--- config.mk ---
export PLATFORM = sky130hd
export DESIGN_NAME = twx_exec
export DESIGN_NICKNAME = d
export VERILOG_FILES = /design/src/verilog/twx_pkg.sv /design/src/verilog/twx_exec.sv /design/src/verilog/twx_hold_bank.sv
export SDC_FILE = /design/constraint.sdc
export NUM_CORES = 1
export LEC_CHECK = 0
export ABC_AREA = 1
export ABC_CLOCK_PERIOD_IN_PS = 5100
export BUFFER_PORTS_ARGS = -buffer_cell sky130_fd_sc_hd__buf_2
export CAP_MARGIN = 20
export CORE_UTILIZATION = 42
export DETAILED_ROUTE_END_ITERATION = 8
export HOLD_SLACK_MARGIN = 0.05
export PLACE_DENSITY = 0.59
export SYNTH_ARGS = -nofsm -noshare
export SYNTH_HDL_FRONTEND = slang
export SYNTH_SLANG_ARGS = --single-unit
--- constraint.sdc ---
create_clock -name clk_i -period 5.1 [get_ports clk_i]
set_clock_uncertainty 0.05 [all_clocks]
set_input_delay 1.02 -clock clk_i [delete_from_list [all_inputs] [get_ports clk_i]]
set_output_delay 1.02 -clock clk_i [all_outputs]
set_load 0.05 [all_outputs]
--- src/verilog/twx_pkg.sv ---
// constants, encodings and register map of the table-write / test-skip / xor executor
// assumes one 100 MHz clock, four clocks per instruction cycle, classic wishbone access
// Functional notes
// - two-bit mode: keep, postinc, postdec, preinc
// - post modes copy first; preinc bumps first
// - pointer low three bits pick holding register
// - pointer is 21 bits, byte addressed
// - holding bytes retained; table write flagless
// - zero operand discards next, runs no-op
// - two-word follower costs one more no-op
// - access bit 0 access bank, 1 bank register
// - access, extended, addr<=95 uses indexed offset
// - xor literal into work, only N and Z
package twx_pkg;

    ////////////////////////////////////////////////////////////////////////////
    // opcode decode
    localparam logic [15:0] TW_MASK = 16'hFFFC;
    localparam logic [15:0] TW_CODE = 16'h000C;
    localparam logic [15:0] TST_MASK = 16'hFE00;
    localparam logic [15:0] TST_CODE = 16'h6600;
    localparam logic [15:0] XOR_MASK = 16'hFF00;
    localparam logic [15:0] XOR_CODE = 16'h0A00;
    localparam int ACC_BIT = 8;

    typedef enum logic [1:0] {
        TW_KEEP = 2'h0,
        TW_POSTINC = 2'h1,
        TW_POSTDEC = 2'h2,
        TW_PREINC = 2'h3
    } twx_tw_mode_t;

    // quadrature phase inside one instruction cycle
    typedef enum logic [1:0] {
        PH_Q1 = 2'h0,
        PH_Q2 = 2'h1,
        PH_Q3 = 2'h2,
        PH_Q4 = 2'h3
    } twx_phase_t;

    // gray along run -> skip1 -> skip2, and run -> table write second cycle
    typedef enum logic [1:0] {
        ST_RUN = 2'b00,
        ST_SKIP1 = 2'b01,
        ST_SKIP2 = 2'b11,
        ST_TW2 = 2'b10
    } twx_state_t;

    ////////////////////////////////////////////////////////////////////////////
    // sizes
    localparam int PTR_W = 21;
    localparam int HOLD_N = 8;
    localparam int HOLD_IW = 3;
    localparam int FILE_AW = 12;
    localparam int BANK_W = 4;
    localparam logic [7:0] INDEX_LIMIT = 8'h5F;
    localparam logic [3:0] ACCESS_HI_PAGE = 4'hF;
    localparam logic [3:0] ACCESS_LO_PAGE = 4'h0;

    ////////////////////////////////////////////////////////////////////////////
    // register map, byte addresses
    localparam logic [7:0] REG_CTRL = 8'h00;
    localparam logic [7:0] REG_WORK = 8'h04;
    localparam logic [7:0] REG_STATUS = 8'h08;
    localparam logic [7:0] REG_TPTR = 8'h0C;
    localparam logic [7:0] REG_TLATCH = 8'h10;
    localparam logic [7:0] REG_BANK = 8'h14;
    localparam logic [7:0] REG_INDEX = 8'h18;
    localparam logic [7:0] REG_EXEC = 8'h1C;
    localparam logic [2:0] HOLD_WIN = 3'h1;
    localparam int CTRL_EXT_BIT = 0;
    localparam int ST_Z_BIT = 2;
    localparam int ST_N_BIT = 4;
    localparam int EX_BUSY_BIT = 0;
    localparam int EX_NOP_BIT = 1;
    localparam logic [7:0] WORK_RST = 8'h00;
    localparam logic [PTR_W-1:0] TPTR_RST = 21'h000000;
    localparam logic [BANK_W-1:0] BANK_RST = 4'h0;

endpackage

--- src/verilog/twx_exec.sv ---
// executor for table write, test-and-skip-if-zero and xor-literal
// assumes instructions offered at Q1, file data valid in Q3, wishbone host for registers
//
// Design decisions made here: register access over Wishbone and the register addresses.
module twx_exec (
    // clock and reset
    input wire logic clk_i,
    input wire logic rst_i,
    // instruction stream
    input wire logic instr_valid_i,
    input wire logic [15:0] instr_i,
    input wire logic next_two_word_i,
    // file register read
    input wire logic [7:0] file_data_i,
    output logic file_rd_o,
    output logic [twx_pkg::FILE_AW-1:0] file_addr_o,
    // pipeline control
    output logic busy_o,
    output logic skip_o,
    output logic nop_o,
    output logic [1:0] phase_o,
    // wishbone slave
    input wire logic cyc_i,
    input wire logic stb_i,
    input wire logic we_i,
    input wire logic [7:0] adr_i,
    input wire logic [3:0] sel_i,
    input wire logic [31:0] dat_i,
    output logic [31:0] dat_o,
    output logic ack_o
);

    typedef struct packed {
        twx_pkg::twx_state_t st;
        twx_pkg::twx_phase_t q;
        logic [15:0] op;
        logic [7:0] w;
        logic n;
        logic z;
        logic [twx_pkg::PTR_W-1:0] ptr;
        logic [7:0] latch;
        logic [7:0] tmp;
        logic [twx_pkg::BANK_W-1:0] bank_select_register;
        logic [twx_pkg::FILE_AW-1:0] idx;
        logic ext;
        logic zero;
        logic two_word;
        logic [twx_pkg::FILE_AW-1:0] faddr;
        logic frd;
        logic skip;
        logic no_operation_cycle;
        logic busy;
        logic ack;
        logic [31:0] rdat;
    } twx_exec_state_t;

    twx_exec_state_t r;
    twx_exec_state_t next_r;
    logic hold_we;
    logic [twx_pkg::HOLD_IW-1:0] hold_idx;
    logic [twx_pkg::HOLD_N*8-1:0] hold_bytes;
    logic take;
    logic bus_req;
    logic bus_wr;
    logic [31:0] wval;

    function automatic logic [31:0] merge(input logic [31:0] old, input logic [31:0] d,
                                          input logic [3:0] s);
        logic [31:0] m;
        m = old;
        for (int i = 0; i < 4; i++)
        begin
            if (s[i])
            begin
                m[i*8 +: 8] = d[i*8 +: 8];
            end
        end
        return m;
    endfunction

    function automatic logic [twx_pkg::FILE_AW-1:0] resolve(input logic [15:0] op,
        input logic [twx_pkg::BANK_W-1:0] bank_select_register, input logic ext,
        input logic [twx_pkg::FILE_AW-1:0] idx);
        logic [twx_pkg::FILE_AW-1:0] a;
        a = {bank_select_register, op[7:0]};
        if (!op[twx_pkg::ACC_BIT])
        begin
            if (ext && op[7:0] <= twx_pkg::INDEX_LIMIT)
            begin
                a = idx + {4'h0, op[7:0]};
            end
            else if (op[7:0] <= twx_pkg::INDEX_LIMIT)
            begin
                a = {twx_pkg::ACCESS_LO_PAGE, op[7:0]};
            end
            else
            begin
                a = {twx_pkg::ACCESS_HI_PAGE, op[7:0]};
            end
        end
        return a;
    endfunction

    ////////////////////////////////////////////////////////////////////////////
    // bus decode
    assign bus_req = cyc_i && stb_i && !r.ack;
    assign bus_wr = bus_req && we_i;
    assign take = (r.st == twx_pkg::ST_RUN) && (r.q == twx_pkg::PH_Q1) && instr_valid_i;

    ////////////////////////////////////////////////////////////////////////////
    // next state
    always_comb
    begin
        next_r = r;
        hold_we = 1'b0;
        hold_idx = r.ptr[twx_pkg::HOLD_IW-1:0];
        wval = 32'h0000_0000;
        next_r.q = twx_pkg::twx_phase_t'(r.q + 2'h1);
        next_r.ack = bus_req;
        next_r.frd = 1'b0;
        next_r.skip = 1'b0;
        next_r.rdat = 32'h0000_0000;

        // registers for software; execution below overrides a same-edge write
        if (bus_req && !we_i)
        begin
            unique case (adr_i)
                twx_pkg::REG_CTRL: next_r.rdat[twx_pkg::CTRL_EXT_BIT] = r.ext;
                twx_pkg::REG_WORK: next_r.rdat[7:0] = r.w;
                twx_pkg::REG_STATUS:
                begin
                    next_r.rdat[twx_pkg::ST_Z_BIT] = r.z;
                    next_r.rdat[twx_pkg::ST_N_BIT] = r.n;
                end
                twx_pkg::REG_TPTR: next_r.rdat[twx_pkg::PTR_W-1:0] = r.ptr;
                twx_pkg::REG_TLATCH: next_r.rdat[7:0] = r.latch;
                twx_pkg::REG_BANK: next_r.rdat[twx_pkg::BANK_W-1:0] = r.bank_select_register;
                twx_pkg::REG_INDEX: next_r.rdat[twx_pkg::FILE_AW-1:0] = r.idx;
                twx_pkg::REG_EXEC:
                begin
                    next_r.rdat[twx_pkg::EX_BUSY_BIT] = r.busy;
                    next_r.rdat[twx_pkg::EX_NOP_BIT] = r.no_operation_cycle;
                end
                default:
                begin
                    if (adr_i[7:5] == twx_pkg::HOLD_WIN)
                    begin
                        next_r.rdat[7:0] = hold_bytes[adr_i[4:2]*8 +: 8];
                    end
                end
            endcase
        end
        if (bus_wr)
        begin
            unique case (adr_i)
                twx_pkg::REG_CTRL:
                begin
                    wval = merge({31'h0, r.ext}, dat_i, sel_i);
                    next_r.ext = wval[twx_pkg::CTRL_EXT_BIT];
                end
                twx_pkg::REG_WORK:
                begin
                    wval = merge({24'h0, r.w}, dat_i, sel_i);
                    next_r.w = wval[7:0];
                end
                twx_pkg::REG_STATUS:
                begin
                    wval = merge(32'h0, dat_i, sel_i);
                    next_r.z = sel_i[0] ? wval[twx_pkg::ST_Z_BIT] : r.z;
                    next_r.n = sel_i[0] ? wval[twx_pkg::ST_N_BIT] : r.n;
                end
                twx_pkg::REG_TPTR:
                begin
                    wval = merge({11'h0, r.ptr}, dat_i, sel_i);
                    next_r.ptr = wval[twx_pkg::PTR_W-1:0];
                end
                twx_pkg::REG_TLATCH:
                begin
                    wval = merge({24'h0, r.latch}, dat_i, sel_i);
                    next_r.latch = wval[7:0];
                end
                twx_pkg::REG_BANK:
                begin
                    wval = merge({28'h0, r.bank_select_register}, dat_i, sel_i);
                    next_r.bank_select_register = wval[twx_pkg::BANK_W-1:0];
                end
                twx_pkg::REG_INDEX:
                begin
                    wval = merge({20'h0, r.idx}, dat_i, sel_i);
                    next_r.idx = wval[twx_pkg::FILE_AW-1:0];
                end
                default: wval = 32'h0000_0000;
            endcase
        end

        unique case (r.st)
            twx_pkg::ST_RUN:
            begin
                if (take)
                begin
                    next_r.op = instr_i;
                    if ((instr_i & twx_pkg::TST_MASK) == twx_pkg::TST_CODE)
                    begin
                        next_r.frd = 1'b1;
                        next_r.faddr = resolve(instr_i, r.bank_select_register, r.ext, r.idx);
                    end
                end
                if (r.q == twx_pkg::PH_Q3 && (r.op & twx_pkg::TST_MASK) == twx_pkg::TST_CODE)
                begin
                    next_r.zero = (file_data_i == 8'h00);
                end
                if (r.q == twx_pkg::PH_Q4)
                begin
                    next_r.op = 16'h0000;
                    next_r.zero = 1'b0;
                    // xor into work, N and Z only
                    if ((r.op & twx_pkg::XOR_MASK) == twx_pkg::XOR_CODE)
                    begin
                        next_r.w = r.w ^ r.op[7:0];
                        next_r.z = ((r.w ^ r.op[7:0]) == 8'h00);
                        next_r.n = r.w[7] ^ r.op[7];
                    end
                    if ((r.op & twx_pkg::TW_MASK) == twx_pkg::TW_CODE)
                    begin
                        next_r.op = r.op;
                        next_r.st = twx_pkg::ST_TW2;
                    end
                    if ((r.op & twx_pkg::TST_MASK) == twx_pkg::TST_CODE && r.zero)
                    begin
                        next_r.st = twx_pkg::ST_SKIP1;
                        next_r.skip = 1'b1;
                        next_r.two_word = next_two_word_i;
                    end
                end
            end
            twx_pkg::ST_TW2:
            begin
                if (r.q == twx_pkg::PH_Q2)
                begin
                    next_r.tmp = r.latch;
                    if (r.op[1:0] == twx_pkg::TW_PREINC)
                    begin
                        next_r.ptr = r.ptr + 21'h000001;
                    end
                end
                if (r.q == twx_pkg::PH_Q4)
                begin
                    // low three pointer bits select the holding entry
                    hold_we = 1'b1;
                    // post modes adjust after the copy
                    unique case (twx_pkg::twx_tw_mode_t'(r.op[1:0]))
                        twx_pkg::TW_POSTINC: next_r.ptr = r.ptr + 21'h000001;
                        twx_pkg::TW_POSTDEC: next_r.ptr = r.ptr - 21'h000001;
                        twx_pkg::TW_KEEP, twx_pkg::TW_PREINC: next_r.ptr = r.ptr;
                    endcase
                    next_r.op = 16'h0000;
                    next_r.st = twx_pkg::ST_RUN;
                end
            end
            twx_pkg::ST_SKIP1:
            begin
                // two-word follower needs a second no-op
                if (r.q == twx_pkg::PH_Q4)
                begin
                    next_r.st = r.two_word ? twx_pkg::ST_SKIP2 : twx_pkg::ST_RUN;
                end
            end
            twx_pkg::ST_SKIP2:
            begin
                if (r.q == twx_pkg::PH_Q4)
                begin
                    next_r.st = twx_pkg::ST_RUN;
                end
            end
        endcase
        next_r.no_operation_cycle = (next_r.st == twx_pkg::ST_SKIP1) || (next_r.st == twx_pkg::ST_SKIP2);
        // busy covers the instruction from Q2 to its last Q4 so a new one waits for the next Q1
        next_r.busy = (next_r.st != twx_pkg::ST_RUN) || (next_r.op != 16'h0000);
    end

    always_ff @(posedge clk_i)
    begin
        if (rst_i)
        begin
            r <= '0;
            r.st <= twx_pkg::ST_RUN;
            r.q <= twx_pkg::PH_Q1;
            r.w <= twx_pkg::WORK_RST;
            r.ptr <= twx_pkg::TPTR_RST;
            r.bank_select_register <= twx_pkg::BANK_RST;
        end
        else
        begin
            r <= next_r;
        end
    end

    ////////////////////////////////////////////////////////////////////////////
    // holding registers
    twx_hold_bank u_hold (
        .clk_i(clk_i),
        .rst_i(rst_i),
        .we_i(hold_we),
        .idx_i(hold_idx),
        .data_i(r.tmp),
        .bytes_o(hold_bytes)
    );

    assign file_rd_o = r.frd;
    assign file_addr_o = r.faddr;
    assign busy_o = r.busy;
    assign skip_o = r.skip;
    assign nop_o = r.no_operation_cycle;
    assign phase_o = r.q;
    assign dat_o = r.rdat;
    assign ack_o = r.ack;

    ////////////////////////////////////////////////////////////////////////////
    // checks
    tw_second_cycle_a: assert property (@(posedge clk_i) disable iff (rst_i)
        (take && (instr_i & twx_pkg::TW_MASK) == twx_pkg::TW_CODE)
        |-> ##4 (r.st == twx_pkg::ST_TW2) ##4 (r.st == twx_pkg::ST_RUN))
        else $error("table write not two instruction cycles");

    tw_postinc_a: assert property (@(posedge clk_i) disable iff (rst_i)
        (take && instr_i == (twx_pkg::TW_CODE | 16'h0001) && !cyc_i)
        ##1 !cyc_i [*7] |=> (r.ptr == $past(r.ptr, 8) + 21'h000001))
        else $error("post-increment pointer wrong");

    hold_index_a: assert property (@(posedge clk_i) disable iff (rst_i)
        hold_we |-> (r.st == twx_pkg::ST_TW2 && r.q == twx_pkg::PH_Q4
                     && hold_idx == r.ptr[twx_pkg::HOLD_IW-1:0])
        ##1 (hold_bytes[8 * $past(hold_idx) +: 8] == $past(r.tmp)))
        else $error("holding write index, phase or byte wrong");

    tw_no_flags_a: assert property (@(posedge clk_i) disable iff (rst_i)
        (r.st == twx_pkg::ST_TW2 && !bus_wr) |=> ($stable(r.z) && $stable(r.n)))
        else $error("table write touched flags");

    skip_zero_a: assert property (@(posedge clk_i) disable iff (rst_i)
        (r.st == twx_pkg::ST_RUN && r.q == twx_pkg::PH_Q3
         && (r.op & twx_pkg::TST_MASK) == twx_pkg::TST_CODE)
        |-> ##2 (skip_o == (($past(file_data_i, 2)) == 8'h00)))
        else $error("skip decision does not match operand");

    skip_two_word_a: assert property (@(posedge clk_i) disable iff (rst_i)
        (skip_o && r.two_word) |-> nop_o [*8] ##1 !nop_o)
        else $error("two-word skip not two no-op cycles");

    read_phase_a: assert property (@(posedge clk_i) disable iff (rst_i)
        file_rd_o |-> (r.q == twx_pkg::PH_Q2) ##1 !file_rd_o)
        else $error("file read outside Q2");

    bank_sel_a: assert property (@(posedge clk_i) disable iff (rst_i)
        (file_rd_o && r.op[twx_pkg::ACC_BIT]) |-> (file_addr_o[11:8] == r.bank_select_register))
        else $error("bank select not used for operand");

    xor_result_a: assert property (@(posedge clk_i) disable iff (rst_i)
        (take && (instr_i & twx_pkg::XOR_MASK) == twx_pkg::XOR_CODE && !cyc_i)
        ##1 !cyc_i [*3] |=> (r.w == ($past(r.w, 4) ^ $past(instr_i[7:0], 4))
                            && r.z == (r.w == 8'h00) && r.n == r.w[7]))
        else $error("xor literal result or flags wrong");

endmodule // twx_exec

--- src/verilog/twx_hold_bank.sv ---
// eight program-memory holding registers with one write port
// assumes the executor drives one write strobe per table write
module twx_hold_bank #(
    parameter int N = twx_pkg::HOLD_N,
    parameter int IW = twx_pkg::HOLD_IW
) (
    // clock and reset
    input wire logic clk_i,
    input wire logic rst_i,
    // write port
    input wire logic we_i,
    input wire logic [IW-1:0] idx_i,
    input wire logic [7:0] data_i,
    // all bytes
    output logic [N*8-1:0] bytes_o
);

    typedef struct packed {
        logic [N-1:0][7:0] b;
    } twx_hold_state_t;

    twx_hold_state_t r;
    twx_hold_state_t next_r;
    logic [N-1:0] hit;

    ////////////////////////////////////////////////////////////////////////////
    // one-hot entry select
    for (genvar i = 0; i < N; i++)
    begin : g_hit
        assign hit[i] = we_i && (idx_i == IW'(i));
        assign bytes_o[i*8 +: 8] = r.b[i];
    end

    // bytes only change on a hit
    always_comb
    begin
        next_r = r;
        for (int i = 0; i < N; i++)
        begin
            if (hit[i])
            begin
                next_r.b[i] = data_i;
            end
        end
    end

    always_ff @(posedge clk_i)
    begin
        if (rst_i)
        begin
            r <= '0;
        end
        else
        begin
            r <= next_r;
        end
    end

    // retention check
    hold_keep_a: assert property (@(posedge clk_i) disable iff (rst_i)
        !we_i |=> $stable(bytes_o))
        else $error("holding bytes changed without a write");

endmodule // twx_hold_bank

==> run_results.csv, run 1 <==
group,metric,value,unit
status,status,"finished clean",
timing,finalSetupTns,0,ns
worst_setup_path,required,5.42,ns
placement,gp_congestion,0.908,
final_layout,utilization,47.2,%
logic_synthesis,postSynthCellCount,1525,
logic_synthesis,synth_top_family_by_area,"simple AND/OR/NAND/NOR gates",
route,wire_per_inst,16.7,um
route,drt-total-wl,31800,um
worst_setup_path,reg2reg_slack,2.62,ns
timing,worstMarginPinSlew,0.781,ns
final_layout,fin_nets,1659,
timing,fin_crit_sh,51.5,%
job,max-cap-violations,0,
clock_tree,tritoncts,"yes",
logic_synthesis,synth_ff_type,"dfxtp_1",
worst_setup_path,endpoint_kind,"flop",
worst_setup_path,crit_type,"in -> reg",
placement,hpwl,23300,um
grt,grt_pass1_wl,51100,um
min_path,hold_path.class,"reg -> reg",
die,die_x,160,um
placement,placed_cells,1867,
power,power_leakage,0.00524,uW
grt,grt_start_max_net_pins,89,
grt,antenna_found_initial,0,
timing,finalSetupViolCount,0,
die,start_util,43.1,%
worst_setup_path,crit_path_max_incr_delay,0.38,ns
route,vias_per_cell,5.33,
logic_synthesis,synth.most_common_cell,"nand2_1",
clock_tree,clock_latency,0.44,ns
route,num_vias,10100,
logic_synthesis,synthTopCellsByCount,"270 x nand2_1, 203 x nor2_1, 188 x dfxtp_1, 148 x inv_1, 144 x o21ai_0",
timing,max_freq,0.381,GHz
placement,postPlaceCellArea,0.0109,mm^2
clock_tree,hold_buffers,0,
final_layout,syn_to_final_growth,9.39,%
clock_tree,htree_levels,4,
logic_synthesis,synth_area_leaders,"dfxtp_1 36%, nand2_1 9.6%, nor2_1 7.2%",
route,drcViolationCount,0,
clock_tree,cts_buffer_depth,2,
logic_synthesis,synthAdderAreaFrac,2.68,%
power,power,3160,uW
worst_setup_path,crit_fanout,3,
clock_tree,post_cts_resized,0,
logic_synthesis,netlist_area,0.0106,mm^2
logic_synthesis,synth_largest_area_cell,"dfxtp_1",
worst_setup_path,path_cells,"buf_2 -> ha_1 -> fa_1 -> nand2_1 -> nand2_1 -> o21ai_0 -> o21ai_0 -> a21oi_1 -> inv_1 -> nand3_1 -> nand3_1 -> a21oi_1",
grt,grtUsageTotal,25.0,%
final_layout,n_antenna_cell,0,
logic_synthesis,synthSimpleGateAreaFrac,27.6,%
timing,timing.slew.headroom,47.9,%
route,ant_nets,0,
clock_tree,path_clk_slew,0.08,ns
logic_synthesis,synth_top_area_share,35.7,%
logic_synthesis,async_flop_share,0,%
timing,hold_viol,0,
die,die_area,0.0258,mm^2
route,dr.pass1.iters,5,
worst_setup_path,cp-start-kind,"input pin",
timing,maxSlewViolCount,0,
clock_tree,cts_sinks,188,
final_layout,drive_gt1_share,13.7,%
final_layout,final_cells,1899,
logic_synthesis,synth_xor_area_share,1.58,%
logic_synthesis,syn_avg_cell_area,6.92,um^2
logic_synthesis,ys_seq_area_share,35.7,%
clock_tree,cts_buffers,17,
logic_synthesis,yosysWarnings,0,
power,ir_drop,0.201,mV
logic_synthesis,synth_edf_count,0,
die,core_area,0.0245,mm^2
placement,io_buffers,102,
die,rows,57,
timing,period_minus_slack,2.63,ns
clock_tree,cts_root_buffer,"clkbuf_16",
final_layout,postLayoutCellArea,0.0115,mm^2
die,die_y,160,um
logic_synthesis,synth_compound_area_share,20.6,%
timing,rsz0062_at_grt,"no",
grt,grt_pass1_vias,9325,
logic_synthesis,synth.distinct_cells,55,
die,io_pins,126,
grt,overflow,0,
clock_tree,post_cts_buffers,0,
logic_synthesis,ys_ff_latch,188,
logic_synthesis,synth_mux_area_share,0,%
worst_setup_path,slowest_stage,"fa_1",
worst_setup_path,arrival,2.94,ns
power,power_density,273,mW/mm^2
route,first_iter_violations,740,
sequential cells by signal (all words and copies together), names as in the netlist:
| signal | flops |
|---|---|
| file_addr_o | 12 |
| r | 81 |
| ack_o | 1 |
| file_rd_o | 1 |
| dat_o | 21 |
| skip_o | 1 |
| hold_idx | 3 |
| u_hold.bytes_o | 64 |
| nop_o | 1 |
| busy_o | 1 |
| phase_o | 2 |
metrics by stage:
| stage | worst slack (ns) | hold slack, ns |
|---|---|---|
| 6_report | 2.47 | 0.405 |
| 5_1_grt | 2.29 | 0.425 |
| 4_1_cts | 2.52 | 0.408 |
| 3_5_place_dp | 2.07 | 0.395 |
| 3_3_place_gp | 2.09 | 0.392 |
| 2_1_floorplan | 2.53 | 0.374 |
worst paths after layout:
path,cells past startpoint,startpoint,endpoint
worst max-delay path,12,instr_i[0],file_addr_o[10]
worst max register to register,9,phase_o[0],r[94]
worst min register to register,2,r[49],r[49]
worst min-delay path,2,r[49],r[49]
cells in the final DEF (no fill, tap or decap), types with 4 or more instances in the layout:
master,Yosys,final
a211oi_1,7,7
nor3_4,7,7
dfxtp_1,188,188
nand2_2,12,12
inv_4,4,4
nor3_1,12,12
a31oi_1,19,19
clkbuf_16,0,17
xnor2_1,4,4
o21ai_1,11,11
nor2_4,12,12
inv_1,148,147
o22ai_1,12,12
nor4_1,6,6
o21ai_0,144,144
or2_2,4,4
xor2_1,15,15
conb_1,1,11
a221oi_1,4,4
a21oi_1,135,135
ha_1,21,21
buf_2,12,102
nor2_1,203,203
nand3_1,78,78
o2111ai_1,4,4
a22oi_1,14,14
nand2_1,270,270
o211ai_1,20,20
inv_2,17,17
inv_8,1,6
nand4_1,13,13
a41oi_1,6,6
nor2_2,7,7
clkinv_4,0,5
where the power goes:
group	switching, uW	leakage (uW)	total (uW)	internal, uW
clock	673	0.000293	1380	704
combinational	197	0.00343	277	80.7
sequential	18.8	0.00152	1500	1480
worst max-delay path: cells and delay by family:
family	cells	cell delay [ns]
fa+ha+maj	2	0.62
compound gates	4	0.75
buf+inv	2	0.23
simple gates	4	0.32
cells by family (layout without fill, tap and decap cells):
family          Yosys count  after routing
fa+ha+maj                22             22
other cells               1             11
xor+xnor                 19             19
compound gates          388            388
buf+inv                 267            307
simple gates            640            640
flops                   188            188
routing by layer:
| layer | vias up | share of wire (%) | GRT usage, % |
|---|---|---|---|
| li1 | 5101 | - | - |
| met2 | 320 | 46 | 41.2 |
| met3 | 48 | 5.5 | 3.74 |
| met5 | - | 0 | 0 |
| met4 | 0 | 2.7 | 8.92 |
| met1 | 4657 | 45 | 33.1 |
cell type report:
type / count / area, um^2
Clock inverter: 15 / 179
Sequential cell: 188 / 3760
Timing Repair Buffer: 105 / 533
Multi-Input combinational cell: 1080 / 5580
Inverter: 170 / 657
Fill cell: 2547 / 12900
Clock buffer: 17 / 425
Tap cell: 324 / 405
Note: power is estimated with default switching activity, not from simulation.
==> run 2, diff against run 1 <==
Settings changed: ABC_AREA 1 to 0, ABC_CLOCK_PERIOD_IN_PS 5100 to 2520.
Clock period 5.1 ns to 2.52 ns, I/O delays scaled along.
==> run_results.csv, run 2 <==
group,metric,value,unit
placement,placed_cells,1604,
min_path,hold_path.class,"in -> reg",
timing,finalSetupViolCount,0,
logic_synthesis,synth.distinct_cells,77,
grt,overflow,0,
worst_setup_path,endpoint_kind,"flop",
die,io_pins,126,
timing,rsz0062_at_grt,"no",
worst_setup_path,worstSetupEndpoint,"file_addr_o[10]",
grt,grt_start_max_net_pins,86,
clock_tree,clock_latency,0.45,ns
worst_setup_path,r2r-start,"r[52]",
worst_setup_path,cp-start-kind,"flop",
grt,grtUsageTotal,25.7,%
timing,max_freq,0.427,GHz
final_layout,final_cells,1636,
grt,grt_pass1_wl,48200,um
logic_synthesis,postSynthCellCount,1210,
timing,period_minus_slack,2.34,ns
clock_tree,cts_buffer_depth,2,
worst_setup_path,arrival,2.62,ns
worst_setup_path,setup.worst_path.start,"r[52]",
logic_synthesis,synth_ff_type,"dfxtp_1",
logic_synthesis,netlist_area,0.0102,mm^2
final_layout,final_cell_mix,"188 x dfxtp_1, 133 x nand2_1, 130 x nor2_1",
logic_synthesis,yosysWarnings,0,
final_layout,final_common_cell,"dfxtp_1",
power,power,6520,uW
logic_synthesis,ys_ff_latch,188,
route,dr.pass1.iters,5,
timing,fin_crit_sh,93.0,%
final_layout,syn_to_final_growth,16.3,%
clock_tree,cts_root_buffer,"clkbuf_16",
clock_tree,htree_levels,4,
timing,whs,0.235,ns
worst_setup_path,crit_fanout,3,
clock_tree,cts_sinks,188,
logic_synthesis,synth_largest_area_cell,"dfxtp_1",
logic_synthesis,synthTopCellsByCount,"188 x dfxtp_1, 133 x nand2_1, 130 x nor2_1, 88 x a21oi_1, 72 x clkbuf_1",
route,first_iter_violations,847,
route,drcViolationCount,0,
job,max-cap-violations,0,
worst_setup_path,required,2.80,ns
route,num_vias,9309,
grt,antenna_found_initial,0,
placement,hpwl,23000,um
route,drt-total-wl,31100,um
logic_synthesis,synth.most_common_cell,"dfxtp_1",
power,ir_drop,0.354,mV
worst_setup_path,reg2reg_slack,0.18,ns
timing,maxSlewViolCount,0,
die,core_area,0.0236,mm^2
die,die_x,158,um
final_layout,regMostFlops,"r",
final_layout,postLayoutCellArea,0.0118,mm^2
logic_synthesis,synth_area_leaders,"dfxtp_1 37%, mux2i_1 6.1%, nand2_1 4.9%",
die,rows,56,
power,power_leakage,0.00476,uW
die,start_util,43.1,%
final_layout,drive_gt1_share,21.1,%
grt,grt_pass1_vias,8744,
power,power_density,551,mW/mm^2
placement,gp_congestion,0.926,
worst_setup_path,crit_type,"reg -> reg",
route,ant_nets,0,
logic_synthesis,syn_avg_cell_area,8.40,um^2
clock_tree,tritoncts,"yes",
route,wire_per_inst,19.0,um
timing,hold_viol,0,
clock_tree,path_clk_slew,0.08,ns
die,die_area,0.0248,mm^2
clock_tree,cts_buffers,17,
timing,timing.slew.headroom,52.9,%
logic_synthesis,ys_seq_area_share,37.0,%
logic_synthesis,synth_edf_count,0,
logic_synthesis,async_flop_share,0,%
placement,io_buffers,102,
final_layout,largest_register_ffs,81,
status,status,"finished clean",
die,die_y,158,um
final_layout,n_antenna_cell,0,
worst_setup_path,timing.rr.end,"file_addr_o[10]",
placement,postPlaceCellArea,0.0112,mm^2
worst_setup_path,rr_worst_depth,8,
route,vias_per_cell,5.69,
logic_synthesis,synth_top_area_share,37.0,%
final_layout,fin_nets,1401,
timing,worstMarginPinSlew,0.703,ns
[run 2: changes by cell type in the layout (fill, tap and decap cells not counted), moves of 15 or more]
cell,delta
a21oi_1,-47
o21ai_0,-107
nor2_1,-73
and2_1,+15
inv_2,-17
mux2i_1,+62
mux4_2,+17
nand3_1,-25
a22oi_1,+21
inv_1,-124
buf_4,+91
nand2_1,-137
[run 2: worst min path at each step]
stage | cells after the start | start | endpoint | slack (ns)
2_1_floorplan | 2 | u_hold.bytes_o[16] | u_hold.bytes_o[16] | 0.38
3_3_place_gp | 1 | ack_o | ack_o | 0.39
4_1_cts | 3 | next_two_word_i | r[49] | 0.22
3_5_place_dp | 2 | u_hold.bytes_o[17] | u_hold.bytes_o[17] | 0.39
5_1_grt | 3 | next_two_word_i | r[49] | 0.25
6_report | 3 | next_two_word_i | r[49] | 0.23
[run 2: per-layer routing]
metal	wire [um]	global-route usage, %
met5	0	0
met3	1650	3.48
met1	14600	35.4
met2	14300	41.4
met4	657	8.09
[run 2: cell families (layout without fill, tap and decap cells)]
group           after synthesis  in the layout  share of synthesized area [%]
fa+ha+maj                    22             22                           2.78
compound gates              269            269                           17.3
other cells                   1             11                         0.0369
buf+inv                     157            254                           7.65
simple gates                454            454                           21.6
flops                       188            188                           37.0
mux                          93             93                           11.4
xor+xnor                     26             26                           2.24
[run 2: power breakdown]
part	internal [uW]	leakage [uW]	switching [uW]
Combinational	236	0.00294	414
Sequential	3000	0.00152	44.4
Clock	1440	0.000300	1390
Total	4670	0.00476	1840
[run 2: critical path: stages (launching register included)]
cell and delay (ns):
dfxtp_1 0.37, ha_1 0.23, fa_1 0.42, a21o_1 0.20
a221o_1 0.33, a211oi_2 0.29, nor3_1 0.11, xnor2_1 0.15
o22ai_1 0.09
[run 2: stage by stage]
step	setup TNS, ns	utilization [%]	worst slack (ns)
3_3_place_gp	-2.15	47.5	-0.124
2_1_floorplan	0	-	0.0815
3_5_place_dp	-2.24	47.5	-0.132
4_1_cts	0	50.0	0.102
5_1_grt	0	50.1	0.0104
6_report	0	50.1	0.177
[run 2: what timing repair did]
action | CTS | global route
hold buffers | 0 | 0
setup buffers | 0 | 0
endpoints found under the setup margin | 0 | 4
resized for setup | 0 | 3
[run 2: layout make-up]
class,count,area (um^2)
fillers,2322,11800
multi-input cells,875,5680
flip-flops and latches,188,3760
repair buffers,199,1290
clock buffers,17,425
well taps,319,399
clock inverters,15,185
inverters,23,86.3
